`src/logic/scbw_map.svh`:
```
// Operation
// - two-bit brown-out reset level at bits 1:0 selects threshold 0 to 3, resets to zero
// - two-bit brown-out interrupt level at bits 3:2 selects 1 to 3; code 0 is reserved
// - brown-out interrupt goes to the controller; chip reset only while bit 4 is set
// - 26-bit tick calibration at bits 25:0, reset 0x04, presented to the core tick timer
// - eight-bit latency at bits 7:0, reset 0x010, least cycles before interrupt response
// - interrupt response always waits at least the latency count, even when it could go sooner
// - peripheral interrupt numbered by bits 4:0 becomes non-maskable while bit 31 is set
// - with bit 31 clear no peripheral interrupt is delivered as non-maskable
// - a routed interrupt still raises its normal interrupt as well
// - wake edge bits 11:0 and 12 pick falling (0) or rising (1) pin edge
// - edge bit n drives wake-up interrupt n, thirteen in all, all reset to falling
// - a selected pin edge sets the latched wake-up state; it is cleared before use
`ifndef SCBW_MAP_SVH
`define SCBW_MAP_SVH

// ==========================================================================
// register byte addresses
`define SCBW_ADDR_BOD      32'h4004_8150
`define SCBW_ADDR_TICK     32'h4004_8154
`define SCBW_ADDR_LAT      32'h4004_8170
`define SCBW_ADDR_NMI      32'h4004_8174
`define SCBW_ADDR_WAKE     32'h4004_8200
`define SCBW_ADDR_EVSTS    32'h4004_8240
`define SCBW_ADDR_EVMSK    32'h4004_8244

// ==========================================================================
// field positions
`define SCBW_BOD_RLEV_LSB  0
`define SCBW_BOD_ILEV_LSB  2
`define SCBW_BOD_RENA_BIT  4
`define SCBW_NMI_EN_BIT    31
`define SCBW_EV_BOD_IRQ    0
`define SCBW_EV_BOD_RST    1
`define SCBW_EV_WAKE       2
`define SCBW_EV_NMI        3
`define SCBW_EV_W          4

// ==========================================================================
// reset values
`define SCBW_RST_LEVEL     2'h0
`define SCBW_RST_TICK      26'h000_0004
`define SCBW_RST_LAT       8'h10
`define SCBW_RST_NMI_NUM   5'h00
`define SCBW_RST_WAKE      13'h0000
`define SCBW_ILEV_RSVD     2'h0

`endif

```
`src/logic/scbw_pkg.sv`:
```
`default_nettype none
package scbw_pkg;
  // threshold selection carried to the comparators
  typedef logic [1:0] scbw_level_type;
  // minimum-latency gate states
  typedef enum logic [1:0] {
    SCBW_LAT_IDLE  = 2'b00,
    SCBW_LAT_COUNT = 2'b01,
    SCBW_LAT_GRANT = 2'b10
  } scbw_lat_state_type;
endpackage
`default_nettype wire

```
`src/logic/scbw_regs.sv`:
```
`timescale 1ns/1ps
`default_nettype none
`include "scbw_map.svh"
module scbw_regs #(
  parameter int NUM_WAKE = 13,
  parameter int NUM_PIRQ = 32
) (
  input  wire logic                       core_clk_in,
  input  wire logic                       arst_n_in,
  input  wire logic [31:0]                reg_addr_in,
  input  wire logic [31:0]                reg_wdata_in,
  input  wire logic                       reg_wr_in,
  input  wire logic                       reg_rd_in,
  output var  logic [31:0]                reg_rdata_out,
  input  wire logic                       bod_irq_cross_in,
  input  wire logic                       bod_rst_cross_in,
  output var  scbw_pkg::scbw_level_type   brownout_reset_level_out,
  output var  scbw_pkg::scbw_level_type   brownout_irq_level_out,
  output var  logic                       bod_irq_out,
  output var  logic                       chip_reset_req_out,
  output var  logic [25:0]                core_tick_calibration_out,
  input  wire logic                       irq_req_in,
  output logic                            irq_grant_out,
  input  wire logic [NUM_PIRQ-1:0]        periph_irq_in,
  output var  logic [NUM_PIRQ-1:0]        normal_irq_out,
  output var  logic                       nmi_out,
  input  wire logic [NUM_WAKE-1:0]        wake_pin_in,
  input  wire logic [NUM_WAKE-1:0]        wake_clear_in,
  output var  logic [NUM_WAKE-1:0]        wake_irq_out,
  output logic                            irq_out
);
  import scbw_pkg::*;

  // refuse sizes that the fixed register layout cannot carry
  if (NUM_WAKE != 13 || NUM_PIRQ != 32) begin : g_bad_size
    $error("scbw_regs: only 13 wake inputs and 32 peripheral interrupts are supported");
  end

  // ==========================================================================
  // register state
  scbw_level_type     rlev_q;
  scbw_level_type     ilev_q;
  logic               rena_q;
  logic [25:0]        tick_q;
  logic [7:0]         lat_q;
  logic [4:0]         nmi_num_q;
  logic               nmi_en_q;
  logic [12:0]        wake_edge_q;
  logic [`SCBW_EV_W-1:0] ev_sts_q;
  logic [`SCBW_EV_W-1:0] ev_msk_q;
  logic [31:0]        rdata_d;

  // address decode
  wire sel_bod   = (reg_addr_in == `SCBW_ADDR_BOD);
  wire sel_tick  = (reg_addr_in == `SCBW_ADDR_TICK);
  wire sel_lat   = (reg_addr_in == `SCBW_ADDR_LAT);
  wire sel_nmi   = (reg_addr_in == `SCBW_ADDR_NMI);
  wire sel_wake  = (reg_addr_in == `SCBW_ADDR_WAKE);
  wire sel_evsts = (reg_addr_in == `SCBW_ADDR_EVSTS);
  wire sel_evmsk = (reg_addr_in == `SCBW_ADDR_EVMSK);

  // read mux, reserved bits and unmapped addresses give zero
  assign rdata_d =
      sel_bod   ? {27'h0, rena_q, ilev_q, rlev_q} :
      sel_tick  ? {6'h00, tick_q} :
      sel_lat   ? {24'h00_0000, lat_q} :
      sel_nmi   ? {nmi_en_q, 26'h000_0000, nmi_num_q} :
      sel_wake  ? {19'h0_0000, wake_edge_q} :
      sel_evsts ? {28'h000_0000, ev_sts_q} :
      sel_evmsk ? {28'h000_0000, ev_msk_q} : 32'h0000_0000;

  // read data valid only in the cycle after the strobe
  always_ff @(posedge core_clk_in or negedge arst_n_in) begin
    if (!arst_n_in) begin
      reg_rdata_out <= 32'h0000_0000;
    end else begin
      reg_rdata_out <= reg_rd_in ? rdata_d : 32'h0000_0000;
    end
  end

  // writable fields, reserved bits dropped
  always_ff @(posedge core_clk_in or negedge arst_n_in) begin
    if (!arst_n_in) begin
      rlev_q      <= `SCBW_RST_LEVEL;
      ilev_q      <= `SCBW_RST_LEVEL;
      rena_q      <= 1'b0;
      tick_q      <= `SCBW_RST_TICK;
      lat_q       <= `SCBW_RST_LAT;
      nmi_num_q   <= `SCBW_RST_NMI_NUM;
      nmi_en_q    <= 1'b0;
      wake_edge_q <= `SCBW_RST_WAKE;
      ev_msk_q    <= 4'h0;
    end else if (reg_wr_in) begin
      if (sel_bod) begin
        rlev_q <= reg_wdata_in[`SCBW_BOD_RLEV_LSB +: 2];
        ilev_q <= reg_wdata_in[`SCBW_BOD_ILEV_LSB +: 2];
        rena_q <= reg_wdata_in[`SCBW_BOD_RENA_BIT];
      end
      if (sel_tick) begin
        tick_q <= reg_wdata_in[25:0];
      end
      if (sel_lat) begin
        lat_q <= reg_wdata_in[7:0];
      end
      if (sel_nmi) begin
        nmi_num_q <= reg_wdata_in[4:0];
        nmi_en_q  <= reg_wdata_in[`SCBW_NMI_EN_BIT];
      end
      if (sel_wake) begin
        wake_edge_q <= reg_wdata_in[12:0];
      end
      if (sel_evmsk) begin
        ev_msk_q <= reg_wdata_in[`SCBW_EV_W-1:0];
      end
    end
  end

  // written fields follow the write strobe into the outputs
  AST_LEVEL_WR: assert property (@(posedge core_clk_in) disable iff (!arst_n_in)
    ($past(reg_wr_in && sel_bod) |-> (brownout_reset_level_out == $past(reg_wdata_in[1:0])) &&
     (brownout_irq_level_out == $past(reg_wdata_in[3:2])))) else $error("level field not written");
  AST_WAKE_WR: assert property (@(posedge core_clk_in) disable iff (!arst_n_in)
    ($past(reg_wr_in && sel_wake) |-> wake_edge_q == $past(reg_wdata_in[12:0])))
    else $error("edge select not written");

  // ==========================================================================
  // brown-out detector path
  logic [1:0] bod_irq_sync_q;
  logic [1:0] bod_rst_sync_q;
  logic       bod_irq_prev_q;

  // two-flop synchronisers for the comparator outputs
  always_ff @(posedge core_clk_in or negedge arst_n_in) begin
    if (!arst_n_in) begin
      bod_irq_sync_q <= 2'h0;
      bod_rst_sync_q <= 2'h0;
      bod_irq_prev_q <= 1'b0;
    end else begin
      bod_irq_sync_q <= {bod_irq_sync_q[0], bod_irq_cross_in};
      bod_rst_sync_q <= {bod_rst_sync_q[0], bod_rst_cross_in};
      bod_irq_prev_q <= bod_irq_sync_q[1];
    end
  end

  // reserved interrupt level keeps the interrupt quiet
  wire ilev_valid = (ilev_q != `SCBW_ILEV_RSVD);
  wire bod_irq_d  = bod_irq_sync_q[1] & ilev_valid;
  wire bod_rst_d  = bod_rst_sync_q[1] & rena_q;

  always_ff @(posedge core_clk_in or negedge arst_n_in) begin
    if (!arst_n_in) begin
      bod_irq_out        <= 1'b0;
      chip_reset_req_out <= 1'b0;
    end else begin
      bod_irq_out        <= bod_irq_d;
      chip_reset_req_out <= bod_rst_d;
    end
  end

  // threshold selections and calibration straight from the registers
  assign brownout_reset_level_out  = rlev_q;
  assign brownout_irq_level_out    = ilev_q;
  assign core_tick_calibration_out = tick_q;

  // brown-out request gating
  AST_BOD_RST_GATE: assert property (@(posedge core_clk_in) disable iff (!arst_n_in)
    (!rena_q |=> !chip_reset_req_out)) else $error("reset request while reset disabled");
  AST_BOD_RST_FIRE: assert property (@(posedge core_clk_in) disable iff (!arst_n_in)
    (bod_rst_sync_q[1] && rena_q |=> chip_reset_req_out)) else $error("reset request missed");
  AST_BOD_IRQ_RSVD: assert property (@(posedge core_clk_in) disable iff (!arst_n_in)
    (bod_irq_out |-> $past(ilev_q) != 2'h0)) else $error("interrupt with reserved level");
  AST_BOD_IRQ_FIRE: assert property (@(posedge core_clk_in) disable iff (!arst_n_in)
    (bod_irq_sync_q[1] && ilev_q != 2'h0 |=> bod_irq_out)) else $error("brown-out interrupt missed");

  // ==========================================================================
  // minimum interrupt latency gate
  scbw_lat_state_type lat_st_q;
  scbw_lat_state_type lat_st_d;
  logic [7:0]         lat_cnt_q;
  logic [7:0]         lat_cnt_d;
  wire  [8:0]         lat_next = {1'b0, lat_cnt_q} + 9'h001;

  // hold the response until the latency count has elapsed
  always_comb begin
    lat_st_d  = lat_st_q;
    lat_cnt_d = lat_cnt_q;
    case (lat_st_q)
      SCBW_LAT_IDLE: begin
        lat_cnt_d = 8'h00;
        if (irq_req_in) begin
          lat_st_d = (lat_q == 8'h00) ? SCBW_LAT_GRANT : SCBW_LAT_COUNT;
        end
      end
      SCBW_LAT_COUNT: begin
        if (!irq_req_in) begin
          lat_st_d = SCBW_LAT_IDLE;
        end else if (lat_next >= {1'b0, lat_q}) begin
          lat_st_d = SCBW_LAT_GRANT;
        end else begin
          lat_cnt_d = lat_next[7:0];
        end
      end
      SCBW_LAT_GRANT: begin
        if (!irq_req_in) begin
          lat_st_d = SCBW_LAT_IDLE;
        end
      end
      default: begin
        lat_st_d = SCBW_LAT_IDLE;
      end
    endcase
  end

  always_ff @(posedge core_clk_in or negedge arst_n_in) begin
    if (!arst_n_in) begin
      lat_st_q  <= SCBW_LAT_IDLE;
      lat_cnt_q <= 8'h00;
    end else begin
      lat_st_q  <= lat_st_d;
      lat_cnt_q <= lat_cnt_d;
    end
  end

  assign irq_grant_out = (lat_st_q == SCBW_LAT_GRANT) & irq_req_in;

  // helper: cycles the current request has been pending
  logic [8:0] req_age_q;
  always_ff @(posedge core_clk_in or negedge arst_n_in) begin
    if (!arst_n_in) begin
      req_age_q <= 9'h000;
    end else if (!irq_req_in) begin
      req_age_q <= 9'h000;
    end else if (req_age_q != 9'h1FF) begin
      req_age_q <= req_age_q + 9'h001;
    end
  end

  // grant timing checks
  AST_LAT_MIN: assert property (@(posedge core_clk_in) disable iff (!arst_n_in)
    ($rose(irq_grant_out) |-> req_age_q >= {1'b0, lat_q})) else $error("interrupt granted too early");
  AST_LAT_MAX: assert property (@(posedge core_clk_in) disable iff (!arst_n_in)
    (irq_req_in && $stable(lat_q) && req_age_q == {1'b0, lat_q} + 9'h001 |-> irq_grant_out))
    else $error("interrupt grant late");
  AST_GRANT_HOLD: assert property (@(posedge core_clk_in) disable iff (!arst_n_in)
    (irq_grant_out ##1 irq_req_in |-> irq_grant_out)) else $error("grant dropped under a held request");

  // ==========================================================================
  // non-maskable routing, normal interrupts pass on regardless
  wire nmi_d = nmi_en_q & periph_irq_in[nmi_num_q];

  always_ff @(posedge core_clk_in or negedge arst_n_in) begin
    if (!arst_n_in) begin
      nmi_out        <= 1'b0;
      normal_irq_out <= '0;
    end else begin
      nmi_out        <= nmi_d;
      normal_irq_out <= periph_irq_in;
    end
  end

  // routing checks, normal copy always follows its input
  AST_NMI_OFF: assert property (@(posedge core_clk_in) disable iff (!arst_n_in)
    (!nmi_en_q |=> !nmi_out)) else $error("nmi while routing disabled");
  AST_NMI_ON: assert property (@(posedge core_clk_in) disable iff (!arst_n_in)
    (nmi_en_q && periph_irq_in[nmi_num_q] |=> nmi_out)) else $error("selected source not routed");
  AST_NMI_BOTH: assert property (@(posedge core_clk_in) disable iff (!arst_n_in)
    (nmi_out |-> normal_irq_out[$past(nmi_num_q)])) else $error("normal interrupt lost beside nmi");
  AST_NMI_NORMAL: assert property (@(posedge core_clk_in) disable iff (!arst_n_in)
    (1'b1 |=> normal_irq_out == $past(periph_irq_in))) else $error("normal interrupt copy wrong");

  // ==========================================================================
  // wake-up start logic, one slice per pin
  logic [NUM_WAKE-1:0] wake_hit;

  genvar gi;
  generate
    for (gi = 0; gi < NUM_WAKE; gi++) begin : g_wake
      logic [1:0] sync_q;
      logic       prev_q;
      logic       pend_q;
      // synchronise then detect the chosen edge
      always_ff @(posedge core_clk_in or negedge arst_n_in) begin
        if (!arst_n_in) begin
          sync_q <= 2'h0;
          prev_q <= 1'b0;
        end else begin
          sync_q <= {sync_q[0], wake_pin_in[gi]};
          prev_q <= sync_q[1];
        end
      end
      assign wake_hit[gi] = wake_edge_q[gi] ? (sync_q[1] & ~prev_q)
                                            : (~sync_q[1] & prev_q);
      // latched start state, a new edge beats a clear
      always_ff @(posedge core_clk_in or negedge arst_n_in) begin
        if (!arst_n_in) begin
          pend_q <= 1'b0;
        end else if (wake_hit[gi]) begin
          pend_q <= 1'b1;
        end else if (wake_clear_in[gi]) begin
          pend_q <= 1'b0;
        end
      end
      assign wake_irq_out[gi] = pend_q;

      // latch set, clear and hold checks
      AST_WAKE_SET: assert property (@(posedge core_clk_in) disable iff (!arst_n_in)
        (wake_hit[gi] |=> wake_irq_out[gi])) else $error("wake edge not latched");
      AST_WAKE_CLR: assert property (@(posedge core_clk_in) disable iff (!arst_n_in)
        (wake_clear_in[gi] && !wake_hit[gi] |=> !wake_irq_out[gi])) else $error("wake state not cleared");
      AST_WAKE_HOLD: assert property (@(posedge core_clk_in) disable iff (!arst_n_in)
        (wake_irq_out[gi] && !wake_clear_in[gi] |=> wake_irq_out[gi])) else $error("wake state lost");
    end
  endgenerate

  // ==========================================================================
  // event status, write one to clear, set wins
  logic [`SCBW_EV_W-1:0] ev_set;
  assign ev_set[`SCBW_EV_BOD_IRQ] = bod_irq_d & ~bod_irq_prev_q;
  assign ev_set[`SCBW_EV_BOD_RST] = bod_rst_d & ~chip_reset_req_out;
  assign ev_set[`SCBW_EV_WAKE]    = |wake_hit;
  assign ev_set[`SCBW_EV_NMI]     = nmi_d & ~nmi_out;
  wire [`SCBW_EV_W-1:0] ev_clr = (reg_wr_in & sel_evsts) ? reg_wdata_in[`SCBW_EV_W-1:0] : 4'h0;

  always_ff @(posedge core_clk_in or negedge arst_n_in) begin
    if (!arst_n_in) begin
      ev_sts_q <= 4'h0;
    end else begin
      ev_sts_q <= (ev_sts_q & ~ev_clr) | ev_set;
    end
  end

  assign irq_out = |(ev_sts_q & ev_msk_q);

  // status and read-back checks
  AST_RSVD_ZERO: assert property (@(posedge core_clk_in) disable iff (!arst_n_in)
    ($past(reg_rd_in && sel_wake) |-> reg_rdata_out[31:13] == 19'h0_0000)) else $error("reserved bits not zero");
  AST_NMI_RSVD: assert property (@(posedge core_clk_in) disable iff (!arst_n_in)
    ($past(reg_rd_in && sel_nmi) |-> reg_rdata_out[30:5] == 26'h000_0000))
    else $error("reserved routing bits not zero");
  AST_EV_SET_WINS: assert property (@(posedge core_clk_in) disable iff (!arst_n_in)
    (ev_set != 4'h0 |=> (ev_sts_q & $past(ev_set)) == $past(ev_set)))
    else $error("event lost against a clear");
  AST_EV_CLR: assert property (@(posedge core_clk_in) disable iff (!arst_n_in)
    ((ev_clr & ~ev_set) != 4'h0 |=> (ev_sts_q & $past(ev_clr & ~ev_set)) == 4'h0))
    else $error("status not cleared");
  AST_RDATA_IDLE: assert property (@(posedge core_clk_in) disable iff (!arst_n_in)
    (!reg_rd_in |=> reg_rdata_out == 32'h0000_0000)) else $error("read data outside read slot");

endmodule // scbw_regs
`default_nettype wire

```
`config.mk`:
```
export PLATFORM = sky130hd
export DESIGN_NAME = scbw_regs
export DESIGN_NICKNAME = d
export VERILOG_FILES = /design/src/logic/scbw_pkg.sv /design/src/logic/scbw_regs.sv
export VERILOG_INCLUDE_DIRS = /design/src /design/src/logic
export SDC_FILE = /design/constraint.sdc
export NUM_CORES = 1
export LEC_CHECK = 0
export ABC_AREA = 1
export BUFFER_PORTS_ARGS = -buffer_cell sky130_fd_sc_hd__clkbuf_2
export CAP_MARGIN = 20
export CORE_ASPECT_RATIO = 0.5
export CORE_UTILIZATION = 52
export CTS_CLUSTER_DIAMETER = 120
export CTS_CLUSTER_SIZE = 8
export DETAILED_ROUTE_END_ITERATION = 8
export GPL_ROUTABILITY_DRIVEN = 0
export GPL_TIMING_DRIVEN = 0
export PLACE_DENSITY = 0.92
export SLEW_MARGIN = 20
export SYNTH_ARGS = -nofsm -noshare
export SYNTH_HDL_FRONTEND = slang
export SYNTH_SLANG_ARGS = --single-unit
```
`constraint.sdc`:
```
create_clock -name core_clk_in -period 2.55 [get_ports core_clk_in]
set_clock_uncertainty 0.1 [all_clocks]
set_input_delay 0.1275 -clock core_clk_in [delete_from_list [all_inputs] [get_ports core_clk_in]]
set_output_delay 0.1275 -clock core_clk_in [all_outputs]
set_load 0.02 [all_outputs]
```
Word level (Yosys, flattened, before mapping). Cells that the tools add are included. Widths: inputs -> output; s select.

Bits in registers: 200. Output and inout bits: 112.

Equal/unequal tests: 14. Reductions and logical operators: 27. Order comparisons: 2. Bitwise operators: 67. Add/sub/neg operators: 1. Multiplexer cells: 59.

Operators by type and width (count): $eq 32x31->1 const B (7); $mux 32 (5); $mux 1 (40); $and 1x1->1 (34); $reduce_bool 2->1 (15); $not 1->1 (29); $mux 8 (2); $pmux 8 s2 (1); $mux 13 (1); $reduce_or 13->1 (1); $mux 4 (3); $reduce_and 2->1 (6); $mux 2 (5); $add 8x1->9 const B (1); $ge 9x8->1 (1); $and 4x4->4 (2); $logic_not 8->1 (1); $ne 2x2->1 const B (4); $lt 5x6->1 const B (1); $pmux 2 s3 (1); $reduce_and 3->1 (2); $bmux 1 s5 (1); $not 4->4 (1); $or 4x4->4 (1); other kinds (5) (5).

Longest topological paths before layout.
Depth after elaboration: 9. Depth in mapped cells: 16. Gate-level depth less buffers: 16.

Least setup slack after synthesis. No wires, ideal clock.

Path kind: flip-flop to flip-flop. Start point: reg lat_cnt_q[0]. End point: reg lat_cnt_q[3]. Data required time: 2.373 ns. Stages on the path, launching flop included: 15. Slack: 0.383 ns. Path buffers: 0. Data arrival time: 1.990 ns. Path through: dfrtp_1 -> ha_1 -> nand2_1 -> nor2_1 -> nand3_1 -> xor2_1 -> inv_1 -> ha_1 -> a21oi_1 -> nand2_1 -> nand2_1 -> nand2_2 -> nand2_1 -> nand2_1 -> o21ai_1.

Longest elaborated chain between the ends: 4.

RTL lines: start, declared (line scbw_regs.sv:179) `logic [7:0] lat_cnt_q;`; start signal, assigned (line scbw_regs.sv:220) `lat_cnt_q <= lat_cnt_d;`; $add 8x1->9 * (line scbw_regs.sv:181) `wire [8:0] lat_next = {1'b0, lat_cnt_q} + 9'h001;`; $ge 9x8->1 or $mux 8 (tied branches) (line scbw_regs.sv:197) `end else if (lat_next >= {1'b0, lat_q}) begin`; $ne 2x2->1 (no line) or $mux 8 (tied branches); $reduce_and 3->1 (no line) or $pmux 8 s2 (tied branches).

Every way passes the cells marked *; elsewhere a longest branch is shown, timed or not. The select of a mux whose other input is x is not followed. A chain may end at the register's enable or synchronous reset.

Worst setup path after layout. Ends and elaborated chain as after synthesis.

==> results.toml <==
[sta]
setup_violations = 0
slew_viol_final = 0
finalCritPeriodShare_pct = 94.4
fmax_ghz = 0.415
slew_headroom_pct = 61.5
hold_viol = 0
fin_ws_ns = 0.142
tightest_slew_ns = 0.578
period_needed_ns = 2.41
hold_ws_ns = 0.0410

[floorplan]
fp.coreArea_sq_um = 14900
fp.dieH_microns = 90.4
core.rowCount = 31
start_util_pct = 54.8
dieWidth_microns = 179
ios = 241
dieArea_sq_um = 16200

[detailed_routing]
vias_per_cell = 5.28
routed_wl_mm = 22.8
ant_nets = 0
wire_per_inst_microns = 16.3
vias = 7393
firstDrtPassIters = 7
drc = 0
first_iter_violations = 591

[worst_hold_path]
hold_class = "input pin to register"

[clock_network]
cts_buffers = 17
clockRootBuffer = "clkbuf_16"
clkSinkCount = 195
clockBufferDepth = 2
cts_max_level = 4
clock_latency_ns = 0.44
cts_tree = "yes"
clk_pin_slew_ns = 0.08

[setup_path]
start_kind = "register"
end_kind = "register"
arrival_ns = 2.66
critPathMaxFanout = 8
worst_ep_required_time_ns = 2.81
crit_type = "register to register"

[logic_synthesis]
avgSynthCellArea_sq_um = 9.61
synth_edf_count = 0
post_synth_instance_area_sq_um = 8130
ys_ff_latch = 195
synth.most_common_cell = "dfrtp_1"
synth_seq_area_share_pct = 60.0
synthTopCellsByArea = "dfrtp_1 59%, nand2_1 8.4%, inv_1 4.6%"
yosys_warnings = 0
ys_async_sr_fraction_pct = 100
synth.distinct_cells = 39
synthCells = 846
synthTopCellsByCount = "193 x dfrtp_1, 182 x nand2_1, 99 x inv_1, 83 x nor2_1, 66 x o21ai_0"
synth_top_area_share_pct = 59.4
synth_flop_cell = "dfrtp_1"
synth_top_area_cell = "dfrtp_1"

[final_layout]
antenna_cells = 0
drive_gt1_share_pct = 29.5
area.growth.synth_to_final_pct = 36.9
nets = 1327

[job]
maxCapViolCount = 0

[place]
pre_cts_ws_ns = 0.0311
io_buffers = 229
hpwl_mm = 15.4

[run_status]
status = "completed"

[global_route]
track_usage_pct = 29.5
overflow = 0
grt_start_max_net_pins = 83
grt_pass1_vias = 7569
antenna_found_initial = 0
grt_first_pass_wirelength_mm = 36.5

[pwr]
leakagePower_nw = 5.90
pwr_density_cell_nw_per_um2 = 578
irDropWorstVdd_mv = 0.473
finalPower_w = 0.00644
## sequential cells by signal, summed over array words and instances (netlist names), 4 cells and up
| name | cells |
|---|---|
| core_tick_calibration_out | 26 |
| ev_msk_q | 4 |
| ev_sts_q | 4 |
| g_wake.pend_q | 13 |
| g_wake.prev_q | 13 |
| g_wake.sync_q | 26 |
| lat_cnt_q | 8 |
| lat_q | 8 |
| nmi_num_q | 5 |
| normal_irq_out | 32 |
| reg_rdata_out | 27 |
| wake_edge_q | 13 |
## layout make-up
class / count / area [sq um]
clock inverter: 14 / 183
sequential: 195 / 4880
clock buffer: 18 / 429
buffer: 37 / 264
inverter: 110 / 413
multi-input combinational: 508 / 2620
fill: 946 / 3720
timing repair buffer: 320 / 2100
tap: 198 / 248
## placed cells by master, fill, tap and decap left out, drive strengths merged, types with 8 or more instances in the layout
cell type	instances
clkinv	8
mux2	14
a21oi	25
inv	116
o21ai	99
nor2	93
clkbuf	249
nand2	189
dfrtp	193
buf	39
ha	9
nand3	35
dlygate4sd3	87
## worst paths after layout
| check | startpoint | endpoint | slack (ns) | depth (start not counted) |
|---|---|---|---|---|
| hold reg to reg | g_wake[6].sync_q[0] | g_wake[6].sync_q[1] | 0.25 | 0 |
| min in group asynchronous | arst_n_in | g_wake[2].pend_q | 0.10 | 2 |
| hold / removal | reg_wdata_in[3] | lat_q[3] | 0.04 | 3 |
| max in group asynchronous | arst_n_in | reg_rdata_out[31] | 1.50 | 3 |
| setup reg to reg | lat_cnt_q[0] | lat_cnt_q[3] | 0.14 | 14 |
| setup / recovery | lat_cnt_q[0] | lat_cnt_q[3] | 0.14 | 14 |
## worst max-delay path, cell delays in order, from the launching register on
cell and delay [ns]:
dfrtp_1 0.38, ha_2 0.21, nand2_2 0.09, nor2_1 0.21
nand3_1 0.15, xor2_2 0.17, inv_1 0.06, ha_1 0.29
a21oi_1 0.13, nand2_1 0.06, nand2_1 0.11, nand2_4 0.11
nand2_4 0.12, nand2_1 0.07, o21ai_1 0.07
## logic make-up after synthesis
| logic type | count (synthesis) | share of synthesized area (%) |
|---|---|---|
| AO/OA/AOI/OAI | 138 | 8.98 |
| flip-flops | 195 | 60.0 |
| other | 1 | 0.0461 |
| adder cells (fa/ha/maj) | 9 | 1.38 |
| multiplexers | 14 | 2.54 |
| XOR/XNOR | 5 | 0.538 |
| buffers and inverters | 147 | 8.32 |
| AND/OR/NAND/NOR | 337 | 18.2 |
## where the power goes
group	total (W)	internal, W	switching (W)
logic	0.000559	0.000257	0.000301
clock network	0.00268	0.00134	0.00134
registers	0.00320	0.00317	0.0000353
## routing by layer
metal	share of wire (%)	routed length [microns]	up-vias	GRT usage (%)
met5	0	0	-	0
met4	4.3	987	0	15.4
met3	8.4	1910	102	7.83
met2	49	11100	402	50.1
met1	39	8780	3527	34.1
li1	-	-	3362	-
## timing repair
item,4_1_cts,5_1_grt
hold endpoints to repair,278,0
resized for setup,0,10
endpoints found under the setup margin,0,9
buffers inserted,0,2
hold buffers,87,0
## per-stage QoR
| stage | cells | setup TNS (ns) | instance area, sq um | util [%] |
|---|---|---|---|---|
| 4_1_cts | 1398 | 0 | 11100 | 74.6 |
| 6_report | 1400 | 0 | 11100 | 75.0 |
| 3_5_place_dp | 1279 | 0 | 9610 | 64.7 |
| 5_1_grt | 1400 | -0.648 | 11100 | 75.0 |
| 3_3_place_gp | 1277 | -416.03 | 9540 | 64.2 |
| 2_1_floorplan | 850 | 0 | 8150 | - |
No activity file was read; power rests on OpenSTA's default activity.
